`src/pfs_cfg.svh`:
```
// Bit positions, reset values and widths for the pad function select block
`ifndef PFS_CFG_SVH
`define PFS_CFG_SVH
`define PFS_W 16
`define PFS_TAP_W 4
// Port D lines
`define PFS_BIT_D_LINE_ONE 1
`define PFS_BIT_D_LINE_SIX 6
`define PFS_BIT_D_LINE_SEVEN 7
// Port E lines
`define PFS_BIT_E_LINE_ZERO 0
`define PFS_BIT_E_LINE_ONE 1
// Global select bit for port D line one
`define PFS_BIT_GPS_D_LINE_ONE 5
// Test-port bit in the pull-up disable register
`define PFS_BIT_PUD_TEST 0
// Reset values
`define PFS_RST_PER_D 16'h00c0
`define PFS_RST_PER_E 16'h0003
`define PFS_RST_GPS 16'h0000
`define PFS_RST_PUR 16'hffff
`define PFS_RST_PUDR 16'h0000
`define PFS_RST_DIR 16'h0000
`define PFS_RST_DATA 16'h0000
`define PFS_ZERO 16'h0000
`endif

```
`src/pfs_pkg.sv`:
```
// Types shared by the pad function select block
`include "pfs_cfg.svh"
package pfs_pkg;
  typedef enum logic [3:0] {
    pfs_port_d_peripheral_enable,
    pfs_port_e_peripheral_enable,
    pfs_global_peripheral_select,
    pfs_port_d_pullup_enable,
    pfs_port_e_pullup_enable,
    pfs_pullup_disable_register,
    pfs_port_d_direction,
    pfs_port_e_direction,
    pfs_port_d_data,
    pfs_port_e_data,
    pfs_port_d_pins,
    pfs_port_e_pins
  } pfs_reg_t;

  typedef enum logic [`PFS_TAP_W-1:0] {
    pfs_tap_reset, pfs_tap_idle,
    pfs_tap_sel_dr, pfs_tap_cap_dr, pfs_tap_shift_dr, pfs_tap_exit1_dr,
    pfs_tap_pause_dr, pfs_tap_exit2_dr, pfs_tap_upd_dr,
    pfs_tap_sel_ir, pfs_tap_cap_ir, pfs_tap_shift_ir, pfs_tap_exit1_ir,
    pfs_tap_pause_ir, pfs_tap_exit2_ir, pfs_tap_upd_ir
  } pfs_tap_t;

  typedef struct packed {
    logic o;
    logic oe;
    logic pu;
  } pfs_pad_t;

  typedef struct packed {
    logic we;
    pfs_reg_t sel;
    logic [`PFS_W-1:0] data;
  } pfs_wr_t;
endpackage

```
`src/pfs_pad_mux.sv`:
```
// Pad multiplexing, pull-up control and test-port pad logic
//
// Functional notes
// Pad 49 resets to GPIO input, pull-up on
// Port D enable bit 1 hands pad 49 over
// Global select bit 5 picks chip select or CAN
// Port D pull-up bit 1 clear drops pull-up
// Chip select idles tri-stated or driven per control
// Software should set idle drive control to one
// CAN receive use keeps internal pull-up
// Transmit pads: reset disabled, pull-up, then serial
// Second receive pad defaults serial, pull-up in reset
// Port E pull-up bits 0,1 drop serial-zero pull-ups
// Port D pull-up bits 6,7 drop serial-one pull-ups
// Each GPIO pad individually input or output
// Test clock input carries a pull-down
// Mode select sampled on rising test clock
// Test data in sampled on rising test clock
// Test-port disable bit removes mode/data pull-ups
// Test data out driven in shifts, falling edge
// Without peripheral enable, GPIO alone drives pad
`timescale 1ns/1ps
`include "pfs_cfg.svh"

module pfs_pad_mux
  import pfs_pkg::*;
(
  input logic clk,
  input logic rst_n,
  // Configuration write and read-back
  input pfs_wr_t wr,
  input pfs_reg_t rd_sel,
  output logic [`PFS_W-1:0] rd_data,
  // Port D line one, pad 49
  input logic d1_in,
  output pfs_pad_t d1_pad,
  // Serial pads
  input logic e0_in,
  output pfs_pad_t e0_pad,
  input logic e1_in,
  output pfs_pad_t e1_pad,
  input logic d6_in,
  output pfs_pad_t d6_pad,
  input logic d7_in,
  output pfs_pad_t d7_pad,
  // External memory interface side
  input logic memory_chip_select_three_n,
  input logic ext_bus_active,
  input logic idle_bus_drive_control,
  // Peripheral side
  output logic can_receive_input,
  input logic serial_zero_transmit,
  output logic serial_zero_receive,
  input logic serial_one_transmit,
  output logic serial_one_receive,
  // Test port
  input logic tck,
  input logic tms,
  input logic tdi,
  output logic tck_pd,
  output logic tms_pu,
  output logic tdi_pu,
  input logic tdo_src,
  output pfs_pad_t tdo_pad,
  output logic tdi_bit,
  output logic tdi_strobe,
  output pfs_tap_t tap_state
);

  // ----------------------------------------------------------------
  // Helpers
  // ----------------------------------------------------------------
  // Peripheral enable clear means GPIO owns direction and data
  function automatic pfs_pad_t pad_mux(input logic per,
                                       input logic dir,
                                       input logic dat,
                                       input logic pur,
                                       input logic p_o,
                                       input logic p_oe);
    pfs_pad_t p;
    p.o = per ? p_o : dat;
    p.oe = per ? p_oe : dir;
    // Pull-up only on a pad that is not driving
    p.pu = pur & ~p.oe;
    return p;
  endfunction

  function automatic logic is_shift(input pfs_tap_t s);
    return (s == pfs_tap_shift_ir) || (s == pfs_tap_shift_dr);
  endfunction

  // ----------------------------------------------------------------
  // Configuration registers
  // ----------------------------------------------------------------
  logic [`PFS_W-1:0] per_d_r, per_d_nxt;
  logic [`PFS_W-1:0] per_e_r, per_e_nxt;
  logic [`PFS_W-1:0] gps_r, gps_nxt;
  logic [`PFS_W-1:0] pur_d_r, pur_d_nxt;
  logic [`PFS_W-1:0] pur_e_r, pur_e_nxt;
  logic [`PFS_W-1:0] pudr_r, pudr_nxt;
  logic [`PFS_W-1:0] dir_d_r, dir_d_nxt;
  logic [`PFS_W-1:0] dir_e_r, dir_e_nxt;
  logic [`PFS_W-1:0] dat_d_r, dat_d_nxt;
  logic [`PFS_W-1:0] dat_e_r, dat_e_nxt;

  always_comb begin
    per_d_nxt = per_d_r;
    per_e_nxt = per_e_r;
    gps_nxt = gps_r;
    pur_d_nxt = pur_d_r;
    pur_e_nxt = pur_e_r;
    pudr_nxt = pudr_r;
    dir_d_nxt = dir_d_r;
    dir_e_nxt = dir_e_r;
    dat_d_nxt = dat_d_r;
    dat_e_nxt = dat_e_r;
    if (wr.we) begin
      case (wr.sel)
        pfs_port_d_peripheral_enable: per_d_nxt = wr.data;
        pfs_port_e_peripheral_enable: per_e_nxt = wr.data;
        pfs_global_peripheral_select: gps_nxt = wr.data;
        pfs_port_d_pullup_enable: pur_d_nxt = wr.data;
        pfs_port_e_pullup_enable: pur_e_nxt = wr.data;
        pfs_pullup_disable_register: pudr_nxt = wr.data;
        pfs_port_d_direction: dir_d_nxt = wr.data;
        pfs_port_e_direction: dir_e_nxt = wr.data;
        pfs_port_d_data: dat_d_nxt = wr.data;
        pfs_port_e_data: dat_e_nxt = wr.data;
        // Pin views are read-only
        default: begin
        end
      endcase
    end
  end

  always_ff @(posedge clk) begin
    if (!rst_n) begin
      per_d_r <= `PFS_RST_PER_D;
      per_e_r <= `PFS_RST_PER_E;
      gps_r <= `PFS_RST_GPS;
      pur_d_r <= `PFS_RST_PUR;
      pur_e_r <= `PFS_RST_PUR;
      pudr_r <= `PFS_RST_PUDR;
      dir_d_r <= `PFS_RST_DIR;
      dir_e_r <= `PFS_RST_DIR;
      dat_d_r <= `PFS_RST_DATA;
      dat_e_r <= `PFS_RST_DATA;
    end else begin
      per_d_r <= per_d_nxt;
      per_e_r <= per_e_nxt;
      gps_r <= gps_nxt;
      pur_d_r <= pur_d_nxt;
      pur_e_r <= pur_e_nxt;
      pudr_r <= pudr_nxt;
      dir_d_r <= dir_d_nxt;
      dir_e_r <= dir_e_nxt;
      dat_d_r <= dat_d_nxt;
      dat_e_r <= dat_e_nxt;
    end
  end

  // ----------------------------------------------------------------
  // Pad multiplexing
  // ----------------------------------------------------------------
  pfs_pad_t d1_nxt, e0_nxt, e1_nxt, d6_nxt, d7_nxt;
  logic can_nxt, serial_port_zero_rx_nxt, serial_port_one_rx_nxt;
  logic d1_can, d1_cs_oe;
  logic [`PFS_W-1:0] pins_d, pins_e;

  always_comb begin
    d1_can = gps_r[`PFS_BIT_GPS_D_LINE_ONE];
    // Idle bus either floats the select or keeps driving it
    d1_cs_oe = ext_bus_active | idle_bus_drive_control;
    d1_nxt = pad_mux(per_d_r[`PFS_BIT_D_LINE_ONE],
                     dir_d_r[`PFS_BIT_D_LINE_ONE],
                     dat_d_r[`PFS_BIT_D_LINE_ONE],
                     pur_d_r[`PFS_BIT_D_LINE_ONE],
                     d1_can | memory_chip_select_three_n,
                     ~d1_can & d1_cs_oe);
    e0_nxt = pad_mux(per_e_r[`PFS_BIT_E_LINE_ZERO],
                     dir_e_r[`PFS_BIT_E_LINE_ZERO],
                     dat_e_r[`PFS_BIT_E_LINE_ZERO],
                     pur_e_r[`PFS_BIT_E_LINE_ZERO],
                     serial_zero_transmit, 1'b1);
    e1_nxt = pad_mux(per_e_r[`PFS_BIT_E_LINE_ONE],
                     dir_e_r[`PFS_BIT_E_LINE_ONE],
                     dat_e_r[`PFS_BIT_E_LINE_ONE],
                     pur_e_r[`PFS_BIT_E_LINE_ONE],
                     1'b1, 1'b0);
    d6_nxt = pad_mux(per_d_r[`PFS_BIT_D_LINE_SIX],
                     dir_d_r[`PFS_BIT_D_LINE_SIX],
                     dat_d_r[`PFS_BIT_D_LINE_SIX],
                     pur_d_r[`PFS_BIT_D_LINE_SIX],
                     serial_one_transmit, 1'b1);
    d7_nxt = pad_mux(per_d_r[`PFS_BIT_D_LINE_SEVEN],
                     dir_d_r[`PFS_BIT_D_LINE_SEVEN],
                     dat_d_r[`PFS_BIT_D_LINE_SEVEN],
                     pur_d_r[`PFS_BIT_D_LINE_SEVEN],
                     1'b1, 1'b0);
    // Unrouted receivers idle high, the recessive level
    can_nxt = 1'b1;
    if (per_d_r[`PFS_BIT_D_LINE_ONE] && d1_can) begin
      can_nxt = d1_in;
    end
    serial_port_zero_rx_nxt = per_e_r[`PFS_BIT_E_LINE_ONE] ? e1_in : 1'b1;
    serial_port_one_rx_nxt = per_d_r[`PFS_BIT_D_LINE_SEVEN] ? d7_in : 1'b1;
    pins_d = `PFS_ZERO;
    pins_d[`PFS_BIT_D_LINE_ONE] = d1_in;
    pins_d[`PFS_BIT_D_LINE_SIX] = d6_in;
    pins_d[`PFS_BIT_D_LINE_SEVEN] = d7_in;
    pins_e = `PFS_ZERO;
    pins_e[`PFS_BIT_E_LINE_ZERO] = e0_in;
    pins_e[`PFS_BIT_E_LINE_ONE] = e1_in;
  end

  // Registered pads cost one cycle but keep glitches off the pins
  always_ff @(posedge clk) begin
    if (!rst_n) begin
      d1_pad <= '{o: 1'b0, oe: 1'b0, pu: 1'b1};
      e0_pad <= '{o: 1'b0, oe: 1'b0, pu: 1'b1};
      e1_pad <= '{o: 1'b0, oe: 1'b0, pu: 1'b1};
      d6_pad <= '{o: 1'b0, oe: 1'b0, pu: 1'b1};
      d7_pad <= '{o: 1'b0, oe: 1'b0, pu: 1'b1};
      can_receive_input <= 1'b1;
      serial_zero_receive <= 1'b1;
      serial_one_receive <= 1'b1;
    end else begin
      d1_pad <= d1_nxt;
      e0_pad <= e0_nxt;
      e1_pad <= e1_nxt;
      d6_pad <= d6_nxt;
      d7_pad <= d7_nxt;
      can_receive_input <= can_nxt;
      serial_zero_receive <= serial_port_zero_rx_nxt;
      serial_one_receive <= serial_port_one_rx_nxt;
    end
  end

  // ----------------------------------------------------------------
  // Read-back
  // ----------------------------------------------------------------
  logic [`PFS_W-1:0] rd_nxt;

  always_comb begin
    case (rd_sel)
      pfs_port_d_peripheral_enable: rd_nxt = per_d_r;
      pfs_port_e_peripheral_enable: rd_nxt = per_e_r;
      pfs_global_peripheral_select: rd_nxt = gps_r;
      pfs_port_d_pullup_enable: rd_nxt = pur_d_r;
      pfs_port_e_pullup_enable: rd_nxt = pur_e_r;
      pfs_pullup_disable_register: rd_nxt = pudr_r;
      pfs_port_d_direction: rd_nxt = dir_d_r;
      pfs_port_e_direction: rd_nxt = dir_e_r;
      pfs_port_d_data: rd_nxt = dat_d_r;
      pfs_port_e_data: rd_nxt = dat_e_r;
      pfs_port_d_pins: rd_nxt = pins_d;
      pfs_port_e_pins: rd_nxt = pins_e;
      default: rd_nxt = `PFS_ZERO;
    endcase
  end

  always_ff @(posedge clk) begin
    if (!rst_n) begin
      rd_data <= `PFS_ZERO;
    end else begin
      rd_data <= rd_nxt;
    end
  end

  // ----------------------------------------------------------------
  // Test port
  // ----------------------------------------------------------------
  // Test clock is sampled, so it must run well below clk
  assign tck_pd = 1'b1;
  assign tms_pu = ~pudr_r[`PFS_BIT_PUD_TEST];
  assign tdi_pu = ~pudr_r[`PFS_BIT_PUD_TEST];

  logic tck_q_r, tck_q_nxt;
  logic tck_rise, tck_fall;
  pfs_tap_t tap_r, tap_nxt;
  logic tdi_bit_nxt, tdi_strobe_nxt;
  pfs_pad_t tdo_nxt;

  always_comb begin
    tck_q_nxt = tck;
    tck_rise = tck & ~tck_q_r;
    tck_fall = ~tck & tck_q_r;
    tap_nxt = tap_r;
    if (tck_rise) begin
      case (tap_r)
        pfs_tap_reset: tap_nxt = tms ? pfs_tap_reset : pfs_tap_idle;
        pfs_tap_idle: tap_nxt = tms ? pfs_tap_sel_dr : pfs_tap_idle;
        pfs_tap_sel_dr: tap_nxt = tms ? pfs_tap_sel_ir : pfs_tap_cap_dr;
        pfs_tap_cap_dr: tap_nxt = tms ? pfs_tap_exit1_dr : pfs_tap_shift_dr;
        pfs_tap_shift_dr: tap_nxt = tms ? pfs_tap_exit1_dr : pfs_tap_shift_dr;
        pfs_tap_exit1_dr: tap_nxt = tms ? pfs_tap_upd_dr : pfs_tap_pause_dr;
        pfs_tap_pause_dr: tap_nxt = tms ? pfs_tap_exit2_dr : pfs_tap_pause_dr;
        pfs_tap_exit2_dr: tap_nxt = tms ? pfs_tap_upd_dr : pfs_tap_shift_dr;
        pfs_tap_upd_dr: tap_nxt = tms ? pfs_tap_sel_dr : pfs_tap_idle;
        pfs_tap_sel_ir: tap_nxt = tms ? pfs_tap_reset : pfs_tap_cap_ir;
        pfs_tap_cap_ir: tap_nxt = tms ? pfs_tap_exit1_ir : pfs_tap_shift_ir;
        pfs_tap_shift_ir: tap_nxt = tms ? pfs_tap_exit1_ir : pfs_tap_shift_ir;
        pfs_tap_exit1_ir: tap_nxt = tms ? pfs_tap_upd_ir : pfs_tap_pause_ir;
        pfs_tap_pause_ir: tap_nxt = tms ? pfs_tap_exit2_ir : pfs_tap_pause_ir;
        pfs_tap_exit2_ir: tap_nxt = tms ? pfs_tap_upd_ir : pfs_tap_shift_ir;
        pfs_tap_upd_ir: tap_nxt = tms ? pfs_tap_sel_dr : pfs_tap_idle;
        default: tap_nxt = pfs_tap_reset;
      endcase
    end
    tdi_bit_nxt = tdi_bit;
    tdi_strobe_nxt = 1'b0;
    if (tck_rise && is_shift(tap_r)) begin
      tdi_bit_nxt = tdi;
      tdi_strobe_nxt = 1'b1;
    end
    tdo_nxt = tdo_pad;
    if (tck_fall) begin
      tdo_nxt.o = tdo_src;
      tdo_nxt.oe = is_shift(tap_r);
      tdo_nxt.pu = ~is_shift(tap_r);
    end
  end

  always_ff @(posedge clk) begin
    if (!rst_n) begin
      tck_q_r <= 1'b0;
      tap_r <= pfs_tap_reset;
      tdi_bit <= 1'b0;
      tdi_strobe <= 1'b0;
      tdo_pad <= '{o: 1'b0, oe: 1'b0, pu: 1'b1};
    end else begin
      tck_q_r <= tck_q_nxt;
      tap_r <= tap_nxt;
      tdi_bit <= tdi_bit_nxt;
      tdi_strobe <= tdi_strobe_nxt;
      tdo_pad <= tdo_nxt;
    end
  end

  assign tap_state = tap_r;

endmodule

```
`config.mk`:
```
export PLATFORM = sky130hd
export DESIGN_NAME = pfs_pad_mux
export DESIGN_NICKNAME = d
export VERILOG_FILES = /design/src/pfs_pkg.sv /design/src/pfs_pad_mux.sv
export VERILOG_INCLUDE_DIRS = /design/src
export SDC_FILE = /design/constraint.sdc
export NUM_CORES = 1
export LEC_CHECK = 0
export BUFFER_PORTS_ARGS = -buffer_cell sky130_fd_sc_hd__clkbuf_2
export CELL_PAD_IN_SITES_DETAIL_PLACEMENT = 1
export CELL_PAD_IN_SITES_GLOBAL_PLACEMENT = 1
export CORE_MARGIN = 2
export CORE_UTILIZATION = 30
export DETAILED_ROUTE_END_ITERATION = 7
export PLACE_DENSITY_LB_ADDON = 0.1
export SLEW_MARGIN = 25
export SYNTH_ARGS = -nofsm -noshare
export SYNTH_HDL_FRONTEND = slang
export SYNTH_SLANG_ARGS = --single-unit
```
`constraint.sdc`:
```
create_clock -name clk -period 1.9 [get_ports clk]
set_input_delay 0.38 -clock clk [delete_from_list [all_inputs] [get_ports clk]]
set_output_delay 0.38 -clock clk [all_outputs]
set_load 0.01 [all_outputs]
```
==> flow_metrics.py, run 1 <==
metrics = {
    "finish": {
        "design_area_um2": 11200,
        "multi_input_area_um2": 4530,
        "instances_no_fill": 1540,
        "drive_gt1_frac": 0.210,
        "syn_to_final_growth_pct": 22.5,
        "diodes": 0,
        "final_nets": 1172,
        "nFillCells": 3541,
        "regArea_um2": 4080,
    },
    "cts": {
        "cts_setup_buffers": 0,
        "ctsHtreeMaxLevel": 1,
        "cts_resized": 0,
        "cts_sinks": 204,
        "numCtsBuffers": 25,
        "clockBufferDepth": 3,
        "cts_tree": "yes",
        "root_buffer": "clkbuf_16",
        "clk_latency_ns": 0.53,
        "clk_pin_slew_worst_paths_ns": 0.06,
        "cts_hold_buf": 0,
    },
    "critical_path": {
        "critPathTopFamily": "buffers and inverters",
        "crit_slowest_cell": "dfxtp_1",
        "crit_fanout": 11,
        "crit_path_start_kind": "register",
        "endpoint_kind": "primary output",
        "crit_required_ns": 1.52,
        "cpPeakStageDelay_ns": 0.34,
        "crit_path_cell_trace": "buf_4 -> clkbuf_2",
        "critPathKind": "register to primary output",
        "critPathArrivalTime_ns": 1.21,
        "critical_path.n_buffers_inverters": 2,
    },
    "place": {
        "place_ws_ns": 0.00817,
        "dp_cells": 1500,
        "gp_congestion": 0.779,
        "dp_hpwl_um": 23700,
        "io_buffers": 85,
        "dpl_cell_area_um2": 10500,
    },
    "synthesis": {
        "synthAdderAreaFrac": 0,
        "synth.net_count": 1076,
        "syn-cell-area_um2": 9180,
        "synthSimpleGateAreaFrac": 0.212,
        "synth-main-ff-cell": "dfxtp_1",
        "yosysSeqAreaShare": 0.445,
        "synthTopCellsByArea": "dfxtp_1, nand2_1, a21boi_0",
        "avgSynthCellArea_um2": 8.87,
        "synthTopCellsByCount": "nand2_1, dfxtp_1, a21boi_0",
        "synth_mux_area_frac": 0.0958,
        "synthCells": 1035,
        "synth_top_area_cell": "dfxtp_1",
        "synth_compound_area_frac": 0.182,
        "synth_top_area_share": 0.445,
        "synth_top_family_by_area": "simple AND/OR/NAND/NOR gates",
        "synthArstFlopShare": 0,
        "ys_seq_elements": 204,
        "ys_types": 61,
        "synth_edf_count": 0,
        "synth.most_common_cell": "nand2_1",
        "ys_warn_count": 0,
        "synth_xor_area_frac": 0.00191,
    },
    "sta": {
        "tightest_slew_ns": 0.657,
        "finalSetupViolCount": 0,
        "max-slew-margin-rel": 0.561,
        "fin_setup_tns_ns": 0,
        "fin_hold_ws_ns": 0.0758,
        "setup_ws_ns": 0.314,
        "max_freq_mhz": 631,
        "finClkSkew_ns": 0.0132,
        "post-route-period-util": 0.834,
        "grt_setup_unrepaired": "false",
        "fin_crit_ns": 1.59,
        "hold_viol": 0,
        "slew_viol_final": 0,
    },
    "hold_path": {
        "hold_class": "input port to register",
    },
    "global_routing": {
        "grt_pass1_wl_um": 52100,
        "grt.total_usage": 0.220,
        "grt_max_degree": 41,
        "antenna_found_initial": 0,
        "grt_pass1_vias": 7875,
        "grt_overflow": 0,
    },
    "route": {
        "dr.pass1.iters": 4,
        "wl_per_cell_um": 22.7,
        "ant_nets": 0,
        "drc": 0,
        "vias": 7887,
        "viasPerCell": 5.12,
        "postRouteWirelength_um": 34900,
        "drt_iter0_drc": 533,
    },
    "floorplanning": {
        "ios": 87,
        "design.die.area_um2": 32000,
        "fp.dieH_um": 179,
        "die_w_um": 179,
        "start_util": 0.302,
        "row_count": 64,
        "core_um2": 30300,
    },
    "pwr": {
        "power.density_nw_per_um2": 882,
        "ir_worst_vdd_mv": 0.681,
        "leakagePower_nw": 4.35,
    },
    "run": {
        "max-cap-violations": 0,
    },
    "status": {
        "status": "finished, final reports clean",
    },
}
power breakdown:
part | total [W] | internal, W | switching, W
combinational | 0.000940 | 0.000385 | 0.000556
sequential | 0.00442 | 0.00436 | 0.0000510
clock | 0.00456 | 0.00272 | 0.00184
total | 0.00992 | 0.00747 | 0.00245
worst register-to-register path: cells and delay by family, from the launching register on:
| kind | cells | cell delay [ns] |
|---|---|---|
| and+or+nand+nor | 2 | 0.60 |
| DFF | 1 | 0.31 |
| AOI/OAI and AO/OA | 1 | 0.28 |
| muxes | 1 | 0.23 |
per-stage QoR:
stage,utilization,total power (W)
2_1_floorplan,-,0.00501
3_3_place_gp,0.345,0.00544
3_5_place_dp,0.345,0.00545
4_1_cts,0.371,0.0101
5_1_grt,0.371,0.0103
6_report,0.371,0.00992
kinds of logic after synthesis:
kind of cell | count (synthesis)
and+or+nand+nor | 408
AOI/OAI and AO/OA | 237
DFF | 204
buffers and inverters | 108
muxes | 75
xor gates and xnor gates | 2
other | 1
final cells by class:
| class | instances | area share |
|---|---|---|
| clock buffers | 36 | 0.0638 |
| clock inverters | 4 | 0.00434 |
| inverters | 10 | 0.00334 |
| multi-input cells | 723 | 0.403 |
| flip-flops and latches | 204 | 0.363 |
| well taps | 396 | 0.0441 |
| repair buffers | 167 | 0.118 |
registers in the layout, indices dropped and copies added, names as in the netlist:
| signal | flops |
|---|---|
| tap_state | 4 |
| d1_pad | 3 |
| can_receive_input | 1 |
| dir_e_r | 16 |
| tdo_pad | 3 |
| dat_d_r | 16 |
| e0_pad | 3 |
| tck_q_r | 1 |
| rd_data | 16 |
| pur_e_r | 16 |
| per_d_r | 16 |
| d7_pad | 3 |
| dat_e_r | 16 |
| serial_one_receive | 1 |
| tdi_strobe | 1 |
| gps_r | 16 |
| pur_d_r | 16 |
| dir_d_r | 16 |
| pudr_r | 16 |
| per_e_r | 16 |
| tdi_bit | 1 |
| e1_pad | 3 |
| serial_zero_receive | 1 |
| d6_pad | 3 |
routing by layer:
layer / vias up / global-route usage / wire [µm]
met4: 0 / 0.0484 / 649
met3: 41 / 0.0240 / 1320
met5: - / 0 / 0
met1: 3942 / 0.313 / 17100
li1: 3750 / - / -
met2: 154 / 0.357 / 15900
worst paths after layout:
path	start	to	slack, ns	cells after the start
min	d7_in	serial_one_receive$_SDFF_PN1_	0.08	2
max reg2reg	tap_state[3]$_SDFFE_PN0P_	tdi_bit$_SDFFE_PN0P_	0.38	4
min reg2reg	dat_d_r[12]$_SDFFE_PN0P_	dat_d_r[12]$_SDFFE_PN0P_	0.46	2
max	tap_state[1]$_SDFFE_PN0P_	tap_state[1]	0.31	2
layout by cell type, fill, tap and decap left out, types with 8 or more instances in the layout:
cell and n:
buf_12 23, a21boi_1 19, clkbuf_16 25, a21oi_1 17, a31oi_1 12, nor2b_1 52, a32oi_1 12, dfxtp_1 204
mux2_2 13, mux2i_1 53, a22oi_1 9, mux4_2 9, nand2b_1 8, o21ai_0 46, nand2_1 247, a22o_1 13
nand3_1 42, inv_1 10, nor2_1 13, buf_4 60, clkbuf_2 84, a21boi_0 72
No activity file was read; power rests on OpenSTA's default activity.
==> run 2: changes to the inputs <==
clock period = 1.5 ns   (was 1.9 ns; I/O delays follow)
==> run 2 against run 1 <==
  * Hold slack lost 0.056 ns
  * Cell count grew 3.1%
  * Global-route usage grew 0.24 points
  * Routed wire length grew 0.47%
  * Total power grew 28%
  * Non-clock buffer count grew 47
==> flow_metrics.py, run 2 (synthesis results as in run 1) <==
metrics = {
    "sta": {
        "post-route-period-util": 0.971,
        "fin_crit_ns": 1.46,
        "hold_viol": 0,
        "finClkSkew_ns": 0.0104,
        "grt_setup_unrepaired": "true",
        "max_freq_mhz": 687,
        "setup_ws_ns": 0.0434,
        "slew_viol_final": 0,
        "tightest_slew_ns": 0.604,
        "max-slew-margin-rel": 0.597,
        "finalSetupViolCount": 0,
    },
    "critical_path": {
        "crit_path_cell_trace": "or4b_4 -> a21oi_2 -> buf_4 -> mux2i_1 -> nor2b_1",
        "crit_path_start_kind": "register",
        "crit_required_ns": 1.91,
        "crit_slowest_cell": "or4b_4",
        "rr_worst_depth": 5,
        "endpoint_kind": "register",
        "r2r_start": "tap_state[3]$_SDFFE_PN0P_",
        "critPathKind": "register to register",
        "startpoint": "tap_state[3]$_SDFFE_PN0P_",
        "crit_fanout": 2,
        "cpPeakStageDelay_ns": 0.54,
        "ff2ff_setup_slack_ns": 0.04,
        "critPathArrivalTime_ns": 1.86,
        "r2r-end": "tdi_bit$_SDFFE_PN0P_",
    },
    "place": {
        "dp_hpwl_um": 24400,
        "place_ws_ns": -0.291,
        "gp_congestion": 0.785,
        "io_buffers": 85,
    },
    "hold_path": {
        "hold_start": "tdo_src",
        "hold_depth": 3,
        "hold_class": "input port to register",
        "hold_path_end": "tdo_pad[2]$_SDFFE_PN0P_",
    },
    "cts": {
        "numCtsBuffers": 25,
        "cts_sinks": 204,
        "ctsHtreeMaxLevel": 1,
        "cts_tree": "yes",
        "clockBufferDepth": 3,
        "clk_pin_slew_worst_paths_ns": 0.06,
        "root_buffer": "clkbuf_16",
        "clk_latency_ns": 0.52,
    },
    "finish": {
        "utilization": 0.385,
        "regArea_um2": 4090,
        "syn_to_final_growth_pct": 27.1,
        "nFillCells": 3518,
        "diodes": 0,
        "drive_gt1_frac": 0.242,
        "multi_input_area_um2": 4540,
        "final_nets": 1219,
        "layout_common_cells": "nand2_1, dfxtp_1, buf_4",
        "final_common_cell": "nand2_1",
    },
    "pwr": {
        "p_clk_frac": 0.460,
        "netSwitchingFraction": 0.245,
        "leakagePower_nw": 4.61,
        "power.density_nw_per_um2": 1090,
        "power.share.sequential": 0.440,
        "ir_worst_vdd_mv": 0.699,
        "p_switching_w": 0.00312,
        "p_comb_frac": 0.100,
        "p_int_w": 0.00959,
    },
    "route": {
        "dr.pass1.iters": 4,
        "postRouteWirelength_um": 35100,
        "viasPerCell": 5.04,
        "drt_iter0_drc": 483,
        "vias": 8000,
        "drc": 0,
        "ant_nets": 0,
        "wl_per_cell_um": 22.1,
    },
    "global_routing": {
        "grt_pass1_wl_um": 52800,
        "grt.total_usage": 0.222,
        "grt_pass1_vias": 8205,
        "grt_overflow": 0,
        "grt_max_degree": 75,
        "antenna_found_initial": 0,
    },
    "floorplanning": {
        "die_w_um": 179,
        "fp.dieH_um": 179,
        "ios": 87,
        "start_util": 0.302,
        "core_um2": 30300,
        "row_count": 64,
        "design.die.area_um2": 32000,
    },
    "status": {
        "status": "finished, final reports clean",
    },
    "run": {
        "max-cap-violations": 0,
    },
}
## run 2: worst max path at each step
stage / cells after the start / slack (ns) / end
CTS: 2 / 0.009 / tap_state[0]
floorplan: 8 / 0.01 / pudr_r[10]$_SDFFE_PN0P_
global placement: 5 / -0.28 / rd_data[9]$_SDFF_PN0_
global route: 5 / -0.02 / tdi_bit$_SDFFE_PN0P_
finish: 5 / 0.04 / tdi_bit$_SDFFE_PN0P_
detailed placement: 5 / -0.29 / rd_data[9]$_SDFF_PN0_
## run 2: area by class of cell
cell class,instances,area share
clock buffer,39,0.0633
timing repair buffer,214,0.149
inverter,10,0.00322
multi-input combinational,723,0.389
sequential,204,0.350
clock inverter,2,0.00300
tap,396,0.0425
## run 2: repair_timing
action / 4_1_cts / 5_1_grt
pin swaps: 0 / 0
resized for setup: 2 / 5
buffers inserted: 0 / 9
endpoints found under the setup margin: 2 / 5
endpoints found under the hold margin: 1 / 0
cloned: 0 / 0
hold buffers: 1 / 0
## run 2: layer usage
layer  vias to the layer above  part of all wire  track usage
met1                      3979              0.48        0.309
li1                       3827                 -            -
met2                       161              0.46        0.369
met3                        33             0.039       0.0284
met5                         -                 0            0
met4                         0             0.016       0.0444
## run 2: critical path, delay by kind of cell, from the launching register on
kind,cells,cell delay [ns]
compound gates,1,0.13
buf+inv,1,0.13
flops,1,0.32
simple gates,2,0.60
mux,1,0.17
## run 2: stage by stage
step	cells	setup TNS, ns	cell area (µm²)	hold WS (ns)	total power (W)
after global placement	1537	-3.18	10800	0.446	0.00695
final	1588	0	11700	0.0197	0.0127
after detailed placement	1537	-5.15	10800	0.450	0.00696
after global routing	1588	-0.0177	11700	0.0176	0.0132
after CTS	1579	0	11600	0.00812	0.0128
after floorplan	1035	0	9180	0.406	0.00634
## run 2: power by group through the flow
stage | clock, W | combinational (W) | sequential [W]
floorplan | 0 | 0.000638 | 0.00571
global placement | 0 | 0.00124 | 0.00571
detailed placement | 0 | 0.00125 | 0.00571
CTS | 0.00598 | 0.00126 | 0.00559
global route | 0.00619 | 0.00137 | 0.00560
finish | 0.00584 | 0.00126 | 0.00559
